<file path="config.mk">
export PLATFORM = sky130hd
export DESIGN_NAME = spr_single_port_ram
export DESIGN_NICKNAME = d
export VERILOG_FILES = /design/src/spr_pkg.sv /design/src/spr_single_port_ram.sv
export SDC_FILE = /design/constraint.sdc
export NUM_CORES = 1
export LEC_CHECK = 0
export ABC_AREA = 1
export BUFFER_PORTS_ARGS = -buffer_cell sky130_fd_sc_hd__buf_2
export CAP_MARGIN = 20
export CORE_AREA = 8 8 173 175
export CTS_CLUSTER_DIAMETER = 60
export DETAILED_ROUTE_END_ITERATION = 7
export DIE_AREA = 0 0 181 183
export HOLD_SLACK_MARGIN = 0.15
export PLACE_DENSITY = 0.72
export SYNTH_ARGS = -nofsm -noshare
export SYNTH_HDL_FRONTEND = slang
export SYNTH_SLANG_ARGS = --single-unit
</file>
<file path="constraint.sdc">
create_clock -name ref_clk -period 28.2 [get_ports ref_clk]
set_input_delay 2.82 -clock ref_clk [delete_from_list [all_inputs] [get_ports ref_clk]]
set_output_delay 2.82 -clock ref_clk [all_outputs]
set_load 0.02 [all_outputs]
</file>
<file path="src/spr_pkg.sv">
// Package for the single-port RAM: sizes, modes and port bundles
`default_nettype none
package spr_pkg;
	localparam int unsigned DEPTH      = 16;
	localparam int unsigned DATA_W     = 16;
	localparam int unsigned ADDR_W     = (DEPTH > 1) ? $clog2(DEPTH) : 1;
	localparam int unsigned INIT_LEN   = 4;
	localparam int unsigned LATENCY    = 1;
	// Fixed-point format of the data port
	localparam bit          DATA_SIGNED = 1'b1;
	localparam int unsigned FRAC_W      = 8;
	// Initial values are given wider, with extra fraction bits, then fitted
	localparam int unsigned INIT_W      = 32;
	localparam int unsigned INIT_FRAC_W = 16;
	localparam logic [INIT_W-1:0] INIT_VEC [INIT_LEN] = '{
		32'h0001_0000, 32'h0000_8000, 32'hffff_4000, 32'h7fff_ffff
	};
	localparam logic [INIT_W-1:0] OUT_PRESET = 32'h0000_0000;

	typedef enum logic [1:0] {
		SPR_READ_BEFORE = 2'b00,
		SPR_READ_AFTER  = 2'b01,
		SPR_NO_READ     = 2'b11
	} spr_mode_e;
	typedef enum logic {
		SPR_BLOCK = 1'b0,
		SPR_DIST  = 1'b1
	} spr_mem_e;
	localparam spr_mode_e WRITE_MODE = SPR_READ_BEFORE;
	localparam spr_mem_e  MEM_TYPE   = SPR_BLOCK;
	localparam bit        OUT_RST_EN = 1'b1;

	typedef logic [DATA_W-1:0] spr_word_t;
	typedef struct packed {
		logic [ADDR_W-1:0] addr;
		spr_word_t         wdata;
		logic              we;
	} spr_req_s;

	// Saturate and round-half-up a wide init value into the port format
	function automatic spr_word_t spr_fit(input logic [INIT_W-1:0] v);
		logic signed [INIT_W:0] x;
		logic signed [INIT_W:0] hi;
		logic signed [INIT_W:0] lo;
		x = DATA_SIGNED ? {v[INIT_W-1], v} : {1'b0, v};
		x = x + ((INIT_W+1)'(1) <<< (INIT_FRAC_W - FRAC_W - 1));
		x = x >>> (INIT_FRAC_W - FRAC_W);
		hi = DATA_SIGNED ? (INIT_W+1)'((64'd1 << (DATA_W-1)) - 1)
			: (INIT_W+1)'((64'd1 << DATA_W) - 1);
		lo = DATA_SIGNED ? -(INIT_W+1)'(64'd1 << (DATA_W-1)) : '0;
		if (x > hi)
			x = hi;
		if (x < lo)
			x = lo;
		return x[DATA_W-1:0];
	endfunction
endpackage
`default_nettype wire

</file>
<file path="src/spr_single_port_ram.sv">
// Single-port word RAM with selectable write mode, memory type and latency
//
// Function
// RQ1: Three inputs address, write data, write enable; one read data output.
// RQ2: All words and both data ports share one fixed-point format.
// RQ3: Driver supplies unsigned addresses from zero to depth minus one.
// RQ4: Write enable high at clock edge stores write data at address.
// RQ5: With write enable low, output shows word at current address.
// RQ6: Depth is a positive word count and sets the address range.
// RQ7: Initial entries beyond depth are ignored.
// RQ8: Words beyond the initial list start at zero.
// RQ9: Initial values are saturated and rounded to the word format.
// RQ10: Read-before mode outputs the old word during a write.
// RQ11: Read-after mode outputs the newly written word.
// RQ12: No-read mode holds the output during a write.
// RQ13: Build option picks block or distributed storage, shaping write behaviour.
// RQ14: Output reset clears only the output register, never stored words.
// RQ15: Output reset is offered only at latency one.
// RQ16: Output register starts at a fitted preset value.
// RQ17: Driver never reads past top address; result there is undefined.
// RQ18: Distributed storage allows read-after mode only with latency above zero.
// RQ19: Inputs sampled on rising edge; data after configured latency.
`default_nettype none
module spr_single_port_ram
	import spr_pkg::*;
(
	// Clock and reset
	input  wire logic              ref_clk,
	input  wire logic              reset,
	input  wire logic              clk_en,
	// Optional output-register reset
	input  wire logic              out_rst,
	// RQ1 RQ2: request in, one word format
	input  wire spr_req_s          req,
	// Read data
	output logic [DATA_W-1:0]      rdata
);
	// RQ6: depth and latency sanity
	localparam int unsigned LAT_W = (LATENCY > 0) ? LATENCY : 1;
	// RQ13: distributed storage is inherently read-before unless patched below
	// RQ18: read-after on distributed storage needs a registered stage
	localparam bit MODE_OK = !(MEM_TYPE == SPR_DIST && WRITE_MODE == SPR_READ_AFTER
		&& LATENCY == 0) && DEPTH > 0;
	// RQ15: reset port only live at latency one
	localparam bit RST_LIVE = OUT_RST_EN && (LATENCY == 1);
	localparam spr_mode_e EFF_MODE = MODE_OK ? WRITE_MODE : SPR_READ_BEFORE;
	// RQ16: fitted preset, a constant for the async reset branch
	localparam spr_word_t PRESET_W = spr_fit(OUT_PRESET);

	spr_word_t mem_reg  [DEPTH];
	spr_word_t mem_next [DEPTH];
	spr_word_t pipe_reg  [LAT_W];
	spr_word_t pipe_next [LAT_W];
	logic      loaded_reg;
	logic      loaded_next;
	spr_word_t hold_reg;
	spr_word_t hold_next;
	spr_word_t read_word;
	spr_word_t stage_in;
	logic      in_range;

	// RQ17: out-of-range reads give no flag, data reads as zero
	assign in_range  = 32'(req.addr) < DEPTH;
	assign read_word = in_range ? mem_reg[req.addr] : '0;

	// RQ10: old word; RQ11: new word; RQ12: previous output held
	always_comb begin
		stage_in = read_word;
		if (req.we) begin
			unique case (EFF_MODE)
				SPR_READ_BEFORE: stage_in = read_word;
				SPR_READ_AFTER:  stage_in = req.wdata;
				SPR_NO_READ:     stage_in = hold_reg;
				default:         stage_in = read_word;
			endcase
		end
	end

	// RQ4: write into addressed word on the edge
	always_comb begin
		for (int i = 0; i < DEPTH; i++) begin
			mem_next[i] = mem_reg[i];
		end
		loaded_next = 1'b1;
		if (!loaded_reg) begin
			// RQ8: words past the list start at zero
			for (int i = 0; i < DEPTH; i++) begin
				mem_next[i] = '0;
			end
			// RQ7: entries past depth are skipped
			for (int i = 0; i < INIT_LEN; i++) begin
				if (i < DEPTH) begin
					// RQ9: fit value to port format
					mem_next[i] = spr_fit(INIT_VEC[i]);
				end
			end
		end else if (req.we && in_range) begin
			mem_next[req.addr] = req.wdata;
		end
	end

	// RQ19: latency pipeline
	always_comb begin
		pipe_next[0] = stage_in;
		for (int i = 1; i < LAT_W; i++) begin
			pipe_next[i] = pipe_reg[i-1];
		end
		// Hold tracks the last value fed in, so no-read repeats it
		hold_next = stage_in;
		// RQ14: only the output register and the hold register clear
		if (RST_LIVE && out_rst) begin
			pipe_next[LAT_W-1] = PRESET_W;
			hold_next          = PRESET_W;
		end
	end

	// Contents load on the first enabled edge after reset release, not from async reset
	always_ff @(posedge ref_clk or posedge reset) begin
		if (reset) begin
			loaded_reg <= 1'b0;
		end else if (clk_en) begin
			loaded_reg <= loaded_next;
		end
	end

	// Storage has no reset so that it maps onto RAM
	always_ff @(posedge ref_clk) begin
		if (clk_en) begin
			for (int i = 0; i < DEPTH; i++) begin
				mem_reg[i] <= mem_next[i];
			end
		end
	end

	// RQ16: output register starts at preset
	always_ff @(posedge ref_clk or posedge reset) begin
		if (reset) begin
			for (int i = 0; i < LAT_W; i++) begin
				pipe_reg[i] <= PRESET_W;
			end
			hold_reg <= PRESET_W;
		end else if (clk_en) begin
			for (int i = 0; i < LAT_W; i++) begin
				pipe_reg[i] <= pipe_next[i];
			end
			hold_reg <= hold_next;
		end
	end

	// RQ5: read path; zero latency is combinational
	assign rdata = (LATENCY == 0) ? stage_in : pipe_reg[LAT_W-1];
endmodule // spr_single_port_ram
`default_nettype wire

</file>
### Word-level counts from Yosys, hierarchy flattened

Memories as Yosys holds them, arrays and structs flattened.
Cells that the tools add are included.

| storage, ports and cells | value |
|---|---|
| input port bits | 25 |
| output and inout bits | 16 |
| memory bits (writable) | 256 |
| register bits | 17 |
| memories kept | 1 |
| logic and storage cells | 18 |

| operators by class | value |
|---|---|
| bitwise gates (word level) | 1 |
| magnitude comparators | 3 |
| reductions and logical operators | 1 |
| muxes and demuxes | 10 |

Memories:

| name | depth | bits a word | read ports | clocked after Yosys merged registers in | wr ports | line | text |
|---|---|---|---|---|---|---|---|
| mem_reg | 16 | 16 | 17 | 0 | 16 | spr_single_port_ram.sv:50 | `spr_word_t mem_reg [DEPTH];` |

Operators with widths:

| operator | count |
|---|---|
| 2-to-1 mux 256 bit | 2 |
| bitwise mux 256 bit | 1 |
| demux 16 bit (select 4 bit) | 1 |
| 2-to-1 mux 16 bit | 3 |
| < comparator 33 x 16 -> 1 bit (second input constant) | 1 |
| 2-to-1 mux 33 bit | 1 |
| >= comparator 5 bit (second input constant) | 1 |
| < comparator 5 x 1 -> 1 bit (second input constant) | 1 |
| inverter 4 -> 5 bit | 1 |
| 2-to-1 mux 1 bit | 2 |
| logical AND 1 bit | 1 |

### Depth between registers and ports, before layout

Gate-level depths: netlist (run 1).

| logic depth | value |
|---|---|
| depth after elaboration | 8 |
| depth in mapped cells | 12 |
| gate-level depth less buffers | 9 |

### Worst setup path after synthesis (run 1)

No wires, ideal clock.

| path | value |
|---|---|
| kind | input to register |
| start point | input port clk_en |
| end point | memory mem_reg[0][0] (netlist bit) (enable) |
| library setup time | 0.887 ns |
| required time | 27.313 ns |
| path buffers | 1 |
| data arrival time | 13.874 ns |
| setup slack | 13.440 ns |
| stages on the path | 3 |
| path through | clkinv_1 > clkbuf_1 > nor2_1 |

RTL lines:

| element | line | text |
|---|---|---|
| start, declared | spr_single_port_ram.sv:30 | `input wire logic clk_en,` |
| end, declared | spr_single_port_ram.sv:50 |  |

==> summary by stage, run 1 <==
Run status
The flow ran to the end, and the final reports show no timing, DRC or antenna violations.

Clock tree
Clock latency on the worst-skew pair, taken at its later pin, is between 0.5 and 0.6 ns. The CTS sink count is 273. The number of H-tree branching levels is 2. Once the clock tree was built, the setup fixing pass inserted 0 buffers. The TritonCTS clock tree is built. The clock-pin slew on the worst setup and hold paths is approximately 0.050 ns. The count of cells resized by post-cts repair is 0. In this run the clock root is driven by a sky130_fd_sc_hd__clkbuf_16. TritonCTS created 35 clock buffers. After clock tree synthesis, the flow added hold-fix buffers numbering 0. Counting along the longest clock path gives a buffer depth of 3.

Setup path
The flop-to-flop setup slack is ~25 ns. Of all nets on the critical path, the largest fanout is between 60 and 70. The worst setup path is captured at a flop. Walking the worst path, the cells encountered are buf_4 -> inv_4 -> buf_4 -> nor2_1 -> inv_2 -> nor2_4 -> inv_1 -> nor2_1 -> nor2_1. For this run, the slowest stage of the critical path takes between 0.4 and 0.5 ns.

The worst flop-to-flop path startpoint is loaded_reg. For the worst flop-to-flop path, the logic depth is 6. The critical path contains buffers and inverters numbering 5 combined. The slowest cell on the critical path is sky130_fd_sc_hd__buf_4.

The worst setup path is of the in2reg kind. Tracing the worst setup path back leads to its startpoint at req[17]. The cell seen most often among critical-path stages is sky130_fd_sc_hd__nor2_1. The endpoint identified for the worst register-to-register timing path is mem_reg[13][8].

Among cell families on the critical path, the largest total delay comes from buffers and inverters. The end point of the critical path is mem_reg[9][0]. The critical path runs through a total of 9 cells. At the worst endpoint, the required time is between 20 and 30 ns.

The arrival time reported for the critical path endpoint is around 5.5 ns. The type of origin of the critical path is an input pin.

Detailed routing
Dividing the detail-routed via count by the number of cells gives approximately 5.7. The detailed-route via count is 13000. In the routed design, unresolved DRC markers number 0. After the first detailed-routing iteration, the DRC count stood at 1644.

The routed length per placed instance is between 15 and 20 um. The routed design has between 40 and 50 mm of wire. Once detail routing completed, the nets flagged for antenna violations numbered 0.

The number of detailed-routing iterations run before antenna repair is 6.

Synth
The synthesized design contains 256 enable-type register cells. The number of nets in the synthesized netlist is 1968. The commonest cells after synthesis are sky130_fd_sc_hd__nand2_1 (759), sky130_fd_sc_hd__nor2_1 (466), sky130_fd_sc_hd__edfxtp_1 (256). The count of state elements after synthesis is 273. The part of the Yosys area used for sequential elements is roughly 54%. Sorting the synthesized cells by area gives the leading types as sky130_fd_sc_hd__edfxtp_1 (51%), sky130_fd_sc_hd__nand2_1 (19%), sky130_fd_sc_hd__nor2_1 (12%). The count of warnings emitted by yosys is 0. The fraction of synthesized cell area taken by the top area cell type is approximately 50%. The most instantiated library cell after synthesis is sky130_fd_sc_hd__nand2_1.

Yosys mapped the design onto 19 distinct sky130hd cell types. The most used flip-flop cell after synthesis is sky130_fd_sc_hd__edfxtp_1. The cell taking the most area after synthesis is sky130_fd_sc_hd__edfxtp_1. The proportion of synthesized flip-flops having asynchronous set or reset is around 6.2%.

The gate count of the mapped netlist is 1943. The cell area that synthesis handed to floorplanning was ~0.015 mm2. A synthesized cell averages approximately 7.7 um2.

Final layout
Of the cells placed in the final design, the portion with a size suffix greater than 1 is 7.40%. The area overhead of the layout relative to synthesis is 8.38%. The total of fill cells in the finished design is about 2500. Measured on the finished design, the core utilization comes to roughly 60%. 0 antenna diodes ended up in the layout. Summing all non-filler instances in the final layout gives an area of ~0.016 mm2. The register with the most flip-flops in the layout has approximately 260 of them.

In the final design database the tool counted between 1500 and 2000 nets.

Place
The number of input and output port buffers inserted is 40. The final RePlAce weighted congestion is slightly below 0.9. After detailed placement, the total cell area comes to around 0.015 mm2. Summed over all nets, the half-perimeter wirelength after detailed placement is 24.2 mm.

Floorplan
From left edge to right edge, the die measures roughly 180 um. For this design the top-level I/O count stands at 41. Measured along the y axis, the die boundary spans 183 um. The cell row count is just over 60. The initial standard-cell utilization of the core is about 55%.

The area of the core region is roughly 0.027 mm2. The die outline area is between 0.03 and 0.04 mm2.

Pwr
For this design the static power due to leakage is 0.00721 uW. VDD sags by at most 53.9 uV. Total power for the finished layout comes to roughly 1000 uW. For this design the ratio of total power to cell area is 62.2 mW/mm2.

STA
Setup repair after global routing left no endpoint under its margin. The achievable clock frequency is between 0.15 and 0.2 GHz. The final worst hold slack is 0.474 ns. Setup violations remaining at the end of the flow were counted as 0. After layout, the worst path uses a little under a fifth of the clock period. For the pin with the worst max-slew slack, the measured transition is 1.14 ns. For the final database, setup skew stands at ~0.013 ns. The aggregate negative setup slack is 0 ns. The time the final worst path needs with I/O delays and setup is ~5.3 ns. The number of hold-slack violations in the final timing report is 0. The number of pins with negative max-slew slack in the final report is 0. Measured against its own limit, the worst slew margin works out to a little under a quarter.

Global route
The largest net degree at the start of global routing is about 190. The number of global-route vias before repair came to between 10000 and 15000. The first global-routing pass estimated between 60 and 70 mm of wire. The overflow left after global routing is 0. The global-route total usage across every layer is 25.7%.

The number of antenna violations at the first check in global routing is 1.

Flow run
The number of maximum-capacitance violations is 0.

Min path
The tightest min-delay check is of the reg2reg type.
## where the power goes
part	switching, uW	internal [uW]
combinational	73.9	25.5
sequential	9.21	467
clock	171	266
total	255	758
## through the flow
| stage | cells | setup WS, ns |
|---|---|---|
| after global routing | 2278 | 22.71 |
| after detailed placement | 2214 | 22.37 |
| final | 2278 | 22.92 |
| after CTS | 2275 | 22.90 |
| after global placement | 2214 | 22.42 |
| after floorplan | 1943 | 13.44 |
## area by class of cell
type	count	area (um2)	area share [%]
timing repair buffer	53	353	2.17
sequential	273	8120	49.8
inverter	29	114	0.699
tap	346	433	2.66
clock inverter	15	145	0.891
clock buffer	46	960	5.89
multi-input combinational	1516	6170	37.9
## how the worst min path moves through the flow
| stage | start | to | cells after the start |
|---|---|---|---|
| 6_report | rdata[15] | rdata[15] | 2 |
| 5_1_grt | rdata[12] | rdata[12] | 2 |
| 4_1_cts | rdata[6] | rdata[6] | 2 |
| 3_5_place_dp | rdata[15] | rdata[15] | 2 |
| 3_3_place_gp | rdata[15] | rdata[15] | 2 |
| 2_1_floorplan | mem_reg[0][8] | mem_reg[0][8] | 2 |
## cells by family (layout without fill, tap and decap cells)
family	count (synthesis)	after routing	synth area share (%)
compound gates	246	246	8.19
buf+inv	154	143	5.04
flops	273	273	54.0
simple gates	1270	1270	32.8
## placed cells by master, fill, tap and decap left out, drive strengths merged
cell type  instances
buf               53
bufinv             3
clkbuf            46
clkinv            12
clkinvlp           1
dfrtp             17
edfxtp           256
inv               28
nand2            762
nand3             26
nor2             482
o21ai            246
## worst reg2reg max path, stage by stage, from the launching register on
cell and delay [ns]:
sky130_fd_sc_hd__dfrtp_4 0.46, sky130_fd_sc_hd__buf_4 0.20, sky130_fd_sc_hd__inv_1 0.09, sky130_fd_sc_hd__nor2_1 0.06, sky130_fd_sc_hd__nor2_4 0.10, sky130_fd_sc_hd__buf_12 0.69, sky130_fd_sc_hd__buf_4 0.87
## routing by layer
layer / GRT usage (%) / share of wire (%) / wire (um)
met5: 0 / 0.025 / 11
met3: 4.19 / 9.7 / 4210
met4: 13.0 / 4.8 / 2090
met2: 41.4 / 46 / 20100
met1: 33.5 / 39 / 17000
Power figures use the tool's default switching activity.
==> run 2, diff against run 1 <==
--- a/config.mk
+++ b/config.mk
@@ -13,7 +13,7 @@
 export DETAILED_ROUTE_END_ITERATION = 7
 export DIE_AREA = 0 0 181 183
 export HOLD_SLACK_MARGIN = 0.15
-export PLACE_DENSITY = 0.72
+export PLACE_DENSITY = 0.75
 export SYNTH_ARGS = -nofsm -noshare
 export SYNTH_HDL_FRONTEND = slang
 export SYNTH_SLANG_ARGS = --single-unit
==> constraint.sdc (replaced) <==
create_clock -name ref_clk -period 4.42 [get_ports ref_clk]
set_input_delay 0.442 -clock ref_clk [delete_from_list [all_inputs] [get_ports ref_clk]]
set_output_delay 0.442 -clock ref_clk [all_outputs]
set_load 0.02 [all_outputs]
==> run 2 against run 1 <==
Compared with the run above: clock-buffer cell count decreased by 9; first-iteration DRC count increased by 17%; highest routed layer is now met4; clock skew decreased by 0.0017 ns; largest cell class unchanged; die area unchanged; critical path type unchanged.
==> summary by stage, run 2 (synthesis results as in run 1) <==
Pwr
The power density over cell area is around 380 mW/mm2. The worst-case vdd ir drop is 341 uV. In this run the static leakage power is about 0.0071 uW.

Clock tree
After clock tree synthesis, the clock-pin slew on the worst setup and hold paths is roughly 0.06 ns. For the worst-skew pair, the clock arrives at the later sink with an insertion delay of between 0.5 and 0.6 ns. The count of cells resized by post-cts repair is 0. The number of buffers added by the clock tree synthesis step is 30. Clock tree synthesis selected as its root buffer the cell sky130_fd_sc_hd__clkbuf_16. CTS built an H-tree with a depth of 1. TritonCTS built the clock tree. The clock passes through at most 3 buffers.

The CTS sink count is between 200 and 300.

Setup path
The cell seen most often among critical-path stages is sky130_fd_sc_hd__nor2_4. The type of the worst setup path is in2reg. The dominant delay contributor by cell family on the critical path is simple AND/OR/NAND/NOR gates.

For flop-to-flop paths, the worst setup slack is about 2.5 ns. The number of cells on the worst reg-to-reg path is 4. The critical-path maximum fanout is 17.

The buffering stage count on the worst path with inverters included is 3. STA classifies the critical path startpoint as an input pin. The slowest cell on the critical path is sky130_fd_sc_hd__inv_1. STA puts the critical path data arrival time at between 2 and 3 ns. The delay of the slowest cell on the worst path is between 0.5 and 0.6 ns.

The type of element capturing the critical path is a flop. STA puts the critical path data required time at approximately 4.7 ns. The startpoint identified for the worst register-to-register timing path is loaded_reg. The critical path goes through buf_2 -> nor2_4 -> inv_4 -> nor2_4 -> inv_1 -> nand2_1 -> nand3_1. The worst flop-to-flop path endpoint is mem_reg[7][8].

Detailed routing
The detailed-route via count is roughly 13000. The via density per instance is about 5.8. The remaining design rule violation count is 0. The number of detailed-routing iterations run before antenna repair is 5. The number of design-rule violations left by the first detailed-router iteration is around 1900. After detailed routing, the total wire length is 44.0 mm. The detail route stage leaves a number of antenna-violating nets equal to 0. In the final routed layout, each cell accounts on average for just under 20 um.

STA
The time the final worst path needs with I/O delays and setup is 2.23 ns. Setup violations remaining at the end of the flow were counted as 0. For the pin with the worst max-slew slack, the measured transition is approximately 1.1 ns.

On the final layout, the worst clock skew is 0.0117 ns. On the final layout, the worst hold slack is 0.229 ns. The number of pins with negative max-slew slack in the final report was 0. The worst pin sits at a relative slew slack of roughly 28%.

Setup repair after global routing left no endpoint under its margin. The number of hold-slack violations in the final timing report is 0. In the finished design, the share of the clock period the worst path needs comes to about half. The aggregate negative setup slack is 0 ns. The achievable clock frequency is approximately 0.45 GHz.

Min path
The startpoint of the worst hold path is clk_en. The class of the tightest hold or removal check is in2reg. The capture endpoint of the worst hold path is loaded_reg.

The hold path depth is 3.

Global route
Entering global routing, the biggest net connects 257 pins. The global-route total usage across every layer is a little over a quarter. The overflow left after global routing is 0. The number of antenna violations at the first check in global routing was 0.

The first-pass GRT wire length is around 70 mm. The number of global-route vias before repair came to about 12000.

Final layout
The post-route netlist has between 7 and 8% of its cells at a drive strength greater than 1. Measured on the finished design, the core utilization comes to about three fifths. Fill cells in the final layout number between 2000 and 2500. The area overhead of the layout relative to synthesis is 7.34%. The library cell used most frequently in the layout, excluding fill and tap cells, is sky130_fd_sc_hd__nand2_1. The number of nets in the layout is roughly 1900. The top cell types in the final layout, fill and taps aside, are sky130_fd_sc_hd__nand2_1 (759), sky130_fd_sc_hd__nor2_1 (464), sky130_fd_sc_hd__edfxtp_1 (256), sky130_fd_sc_hd__o21ai_0 (232), sky130_fd_sc_hd__buf_2 (39). The register with the most flip-flops in the layout has around 260 of them. The repair_antennas step left the layout with diodes totalling 0.

Place
The count of buffers added on input and output ports is 40. The congestion estimate from routability-driven global placement came to roughly 0.89. The final HPWL from detailed placement is approximately 26 mm.

Floorplan
The cell row count is 61. The die covers between 0.03 and 0.04 mm2. The core region is 0.0273 mm2. 41 I/O pins were placed. The initial standard-cell utilization of the core is a little under three fifths. The die height is around 180 um.

The die is about 180 um wide.

Flow run
The number of maximum-capacitance violations is 0.

Run status
The run finished with clean final reports.
## run 2: layout make-up
cell class	count	area (um2)	area share, %
flip-flops and latches	273	8120	50.3
multi-input cells	1516	6170	38.3
clock buffers	37	798	4.95
well taps	346	433	2.68
repair buffers	54	335	2.08
clock inverters	19	145	0.900
inverters	29	129	0.799
## run 2: report_power, final
group	total, uW	internal (uW)	switching, uW
clock	2460	1390	1060
combinational	637	165	472
sequential	3040	2970	62.0
## run 2: worst max-delay path by stage
stage	startpoint	end	depth (start not counted)
after CTS	req[17]	mem_reg[9][0]	8
final	req[20]	mem_reg[3][5]	7
after detailed placement	req[17]	mem_reg[9][0]	8
after global routing	req[17]	mem_reg[9][0]	8
after global placement	req[17]	mem_reg[1][7]	8
after floorplan	loaded_reg	mem_reg[0][0]	4
## run 2: layer usage
metal	wire, um	vias to the layer above	global-route usage, %
li1	-	6176	-
met1	17700	6188	35.3
met2	20100	691	41.6
met3	4300	117	3.88
met4	1930	0	11.6
met5	0	-	0
## run 2: timing repair
item,CTS,global route
hold buffers,1,0
endpoints found under the hold margin,17,0
buffers inserted,0,0
## run 2: worst register-to-register path, cell delays in order, from the launching register on
cell,delay [ns]
sky130_fd_sc_hd__dfrtp_4,0.50
sky130_fd_sc_hd__inv_4,0.07
sky130_fd_sc_hd__nor2_4,0.03
sky130_fd_sc_hd__nor2_4,0.16
sky130_fd_sc_hd__buf_4,0.72
## run 2: per-stage QoR
step,setup WS [ns],instances,area [um2],total power [uW]
final,2.19,2274,16100,6130
after global routing,1.98,2274,16100,6330
after CTS,2.25,2274,16100,6130
after detailed placement,1.67,2217,15200,3710
after global placement,1.75,2217,15200,3690
after floorplan,-0.423,1943,15100,3510
==> run 3, diff against run 2 <==
--- a/config.mk
+++ b/config.mk
@@ -5,7 +5,7 @@
 export SDC_FILE = /design/constraint.sdc
 export NUM_CORES = 1
 export LEC_CHECK = 0
-export ABC_AREA = 1
+export ABC_AREA = 0
 export BUFFER_PORTS_ARGS = -buffer_cell sky130_fd_sc_hd__buf_2
 export CAP_MARGIN = 20
 export CORE_AREA = 8 8 173 175
==> constraint.sdc (replaced) <==
create_clock -name ref_clk -period 1.9 [get_ports ref_clk]
set_input_delay 0.19 -clock ref_clk [delete_from_list [all_inputs] [get_ports ref_clk]]
set_output_delay 0.19 -clock ref_clk [all_outputs]
set_load 0.02 [all_outputs]
==> run 3 against run 2 <==
Compared with the run above: global-route usage down 2.8 points; critical path depth is 1 higher; largest power group unchanged; wire length is 11% lower; synthesized area increased by 0.13%; cell area rose by 3.9%.
==> summary by stage, run 3 <==
Run status
The flow ran to the end, and the final reports show no timing, DRC or antenna violations.

Detailed routing
The routed design uses roughly 19 mm of met2 wire. The routed layout has roughly 11000 vias. The aggregate routed wire length is 39.1 mm. The first routing iteration left about 1200 violations. The routed design uses 2.86 mm of met3 wire. After detailed routing, the number of vias per cell comes to ~6.0.

The number of detailed-routing iterations run before antenna repair is 5. The number of routed nets with antenna violations is 0. The routed length on met1 is 16.6 mm. After detailed routing, the average wire length per cell comes to 20.8 um. In this run the top signal layer used is met4. In the routed design, unresolved DRC markers number 0.

Setup path
The largest single stage delay on the critical path is 0.55 ns. The type of element capturing the critical path is a flop. The type of origin of the critical path is an input pin. The critical path crosses 8 cells after its start point. The type of the worst setup path is in2reg. The worst register-to-register path begins at mem_reg[15][3].

Counting both buffers and inverters, the worst setup path holds a total of 4. The critical path goes through dlygate4sd3_1 -> clkbuf_4 -> nand3b_1 -> buf_4 -> a21oi_1 -> nand3_1 -> nand3_1 -> dlygate4sd3_1. The dominant delay contributor by cell family on the critical path is buffers and inverters. The timing startpoint of the critical path is clk_en.

The required arrival time at the worst endpoint is roughly 2.4 ns. The number of cells on the worst reg-to-reg path is 5. The slowest cell on the critical path is sky130_fd_sc_hd__dlygate4sd3_1. The critical-path maximum fanout is 20.

The arrival time reported for the critical path endpoint is around 2.3 ns.

Synth
The gate count of the mapped netlist is between 1000 and 1500. In this run the biggest area consumer among cell types represents ~51% of the synthesized area. In this run the mean area of a mapped cell was 10.0 um2. The most used flip-flop cell after synthesis is sky130_fd_sc_hd__edfxtp_1.

The netlist area before placement is about 0.015 mm2. The part of the Yosys area used for sequential elements is a little over half. Sorting the synthesized cells by how often they occur yields sky130_fd_sc_hd__nand2_1 (534), sky130_fd_sc_hd__edfxtp_1 (256), sky130_fd_sc_hd__a21boi_0 (176). After synthesis, the netlist uses 31 different library cells. The count of state elements after synthesis is approximately 270.

The most instantiated library cell after synthesis is sky130_fd_sc_hd__nand2_1. Sorting the synthesized cells by area gives the leading types as sky130_fd_sc_hd__edfxtp_1 (51%), sky130_fd_sc_hd__nand2_1 (13%), sky130_fd_sc_hd__a21boi_0 (8.8%). Counting flops with an async set or reset pin after synthesis yields a share of between 6 and 7%.

The Yosys step of the flow raised 0 warnings. The number of nets in the synthesized netlist is 1523. The cell taking the most area after synthesis is sky130_fd_sc_hd__edfxtp_1. The number of synthesized flops with an enable pin is approximately 260.

Pwr
The share of total power in the clock network is 38.8%. VDD sags by at most approximately 700 uV. In this run the power density over the cells is roughly 840 mW/mm2. Per report_power, the sequential group accounts for between 50% and 60% of the total. Summed over all cells, the static leakage comes to around 0.0068 uW. The switching power summed over all nets is 3470 uW.

Net switching is between 20% and 30% of the power. The combinational fraction of design power is between 10% and 20%. The internal portion of the total power is approximately 11000 uW.

STA
The worst relative slew slack is about 65%. The final critical-path setup slack is roughly 0.12 ns. The achievable clock frequency is 0.561 GHz. The aggregate negative setup slack is 0 ns.

The time the final worst path needs with I/O delays and setup is between 1.5 and 2 ns. The number of pins with negative max-slew slack in the final report came to 0. At the pin with the least slew margin, the transition time is ~0.53 ns.

The part of the cycle the worst path needs is approximately 94%. Setup repair after global routing left no endpoint under its margin. The number of hold-slack violations in the final timing report was 0. The final-report setup violation count is 0. For the final database, setup skew stands at ~0.014 ns.

Clock tree
The CTS sink count is about 270. The clock passes through at most 3 buffers. The later pin in the worst-skew pair is clocked with a latency of 0.55 ns.

TritonCTS built the clock tree. CTS built an H-tree with a depth of 1. Clock-pin slew was measured on the worst setup and hold paths at approximately 0.06 ns. The number of buffers added by the clock tree synthesis step is 30.

The root buffer cell chosen for the clock tree is sky130_fd_sc_hd__clkbuf_16. The number of setup buffers added after CTS is 0.

Final layout
Summing all non-filler instances in the final layout gives an area of about 0.017 mm2. The register with the most flip-flops in the layout has ~260 of them. Cells with a size suffix above 1 make up between 10% and 20% of the layout. The area growth from synthesis to layout is 11.3%. The top cell types in the final layout, fill and taps aside, are sky130_fd_sc_hd__nand2_1 (534), sky130_fd_sc_hd__edfxtp_1 (256), sky130_fd_sc_hd__a21boi_0 (175), sky130_fd_sc_hd__mux2i_1 (128), sky130_fd_sc_hd__nand3_1 (79).

The commonest non-fill, non-tap cell in the layout is sky130_fd_sc_hd__nand2_1. The net count of the finished layout is 1532. The final core area utilization is about three fifths. The diode insertion count for antenna repair is 0. Fill cells in the final layout number between 2000 and 2500.

Place
The number of input and output port buffers inserted is 40. The final HPWL from detailed placement is around 25 mm. The worst slack after detailed placement is approximately 0.24 ns. Summing all placed instances gives a cell area of 0.0158 mm2. The final RePlAce weighted congestion is 0.839.

Global route
For this run the aggregate overflow at the end of global routing stands at 0. The number of antenna violations at the first check in global routing was 0. The first global-routing pass estimated 62.1 mm of wire. Entering global routing, the biggest net connects 110 pins.

The number of global-route vias before repair is 10900. The global-route total usage across every layer is between 20% and 30%.

Floorplan
The die outline area is 0.0331 mm2. The core region is 0.0273 mm2. For this configuration, the core starts out at a cell density of a little under three fifths. The number of ports placed on the die boundary is a little over 40.

The die width is about 180 um. The floorplan has a little over 60 rows. The die height is approximately 180 um.

Flow run
Across the run, the number of max-cap violations was 0.

Min path
The startpoint of the worst hold path is out_rst. The class of the tightest hold or removal check is in2reg. The hold path depth is 5.
==> run 3: cell types whose count changed after synthesis, moves of 55 or more <==
cell / previous run / this run
sky130_fd_sc_hd__o21ai_0: 232 / 0
sky130_fd_sc_hd__mux2i_1: 0 / 128
sky130_fd_sc_hd__nor2_1: 466 / 2
sky130_fd_sc_hd__a21boi_1: 0 / 55
sky130_fd_sc_hd__nand2_1: 759 / 534
sky130_fd_sc_hd__a21boi_0: 0 / 176
==> run 3: metrics by stage <==
step / total power, uW / std cells / hold WS, ns
after floorplan: 8190 / 1498 / 0.116
after global placement: 8650 / 1818 / 0.243
after detailed placement: 8700 / 1818 / 0.232
after CTS: 14100 / 1877 / 0.152
after global routing: 14500 / 1877 / 0.184
final: 14000 / 1877 / 0.174
==> run 3: layer usage <==
metal  global-route usage [%]  vias up
li1                         -     5254
met1                     32.5     5495
met2                     38.5      442
met3                     2.91       69
met4                     6.17        0
met5                        0        -
==> run 3: final timing paths <==
path	slack, ns	endpoint
max in group asynchronous	1.44	loaded_reg
min in group asynchronous	0.22	rdata[3]
max reg2reg	0.29	rdata[3]
min reg2reg	0.50	rdata[6]
max	0.12	rdata[3]
min	0.17	rdata[11]
==> run 3: repair_timing <==
action | in CTS | in global routing
setup endpoints to repair | 0 | 1
hold buffers | 3 | 0
gates resized for setup | 0 | 1
endpoints found under the hold margin | 31 | 0
==> run 3: cells by family after synthesis <==
family	count (synthesis)	synth area share, %
AND/OR/NAND/NOR	669	19.1
AO/OA/AOI/OAI	295	14.5
multiplexers	128	8.51
flip-flops	273	53.9
buffers and inverters	133	4.02
==> run 3: layout make-up <==
| cell class | count | area, um2 | area share (%) |
|---|---|---|---|
| clock buffer | 40 | 810 | 4.83 |
| clock inverter | 16 | 96.3 | 0.575 |
| inverter | 2 | 7.51 | 0.0448 |
| multi-input combinational | 1092 | 6350 | 37.9 |
| sequential | 273 | 8120 | 48.4 |
| tap | 346 | 433 | 2.58 |
| timing repair buffer | 108 | 942 | 5.62 |
==> run 3: worst reg2reg max path: stages (launching register included) <==
cell and delay, ns:
sky130_fd_sc_hd__edfxtp_1 0.39, sky130_fd_sc_hd__mux2i_1 0.18, sky130_fd_sc_hd__a22oi_1 0.12, sky130_fd_sc_hd__nand3_1 0.16, sky130_fd_sc_hd__nand3_1 0.09, sky130_fd_sc_hd__dlygate4sd3_1 0.56
==> run 3: power groups by stage <==
| stage | clock network (uW) | registers [uW] | logic (uW) |
|---|---|---|---|
| 2_1_floorplan | 0 | 7260 | 930 |
| 3_3_place_gp | 0 | 7220 | 1430 |
| 3_5_place_dp | 0 | 7230 | 1470 |
| 4_1_cts | 5510 | 7110 | 1480 |
| 5_1_grt | 5730 | 7140 | 1620 |
| 6_report | 5450 | 7110 | 1490 |
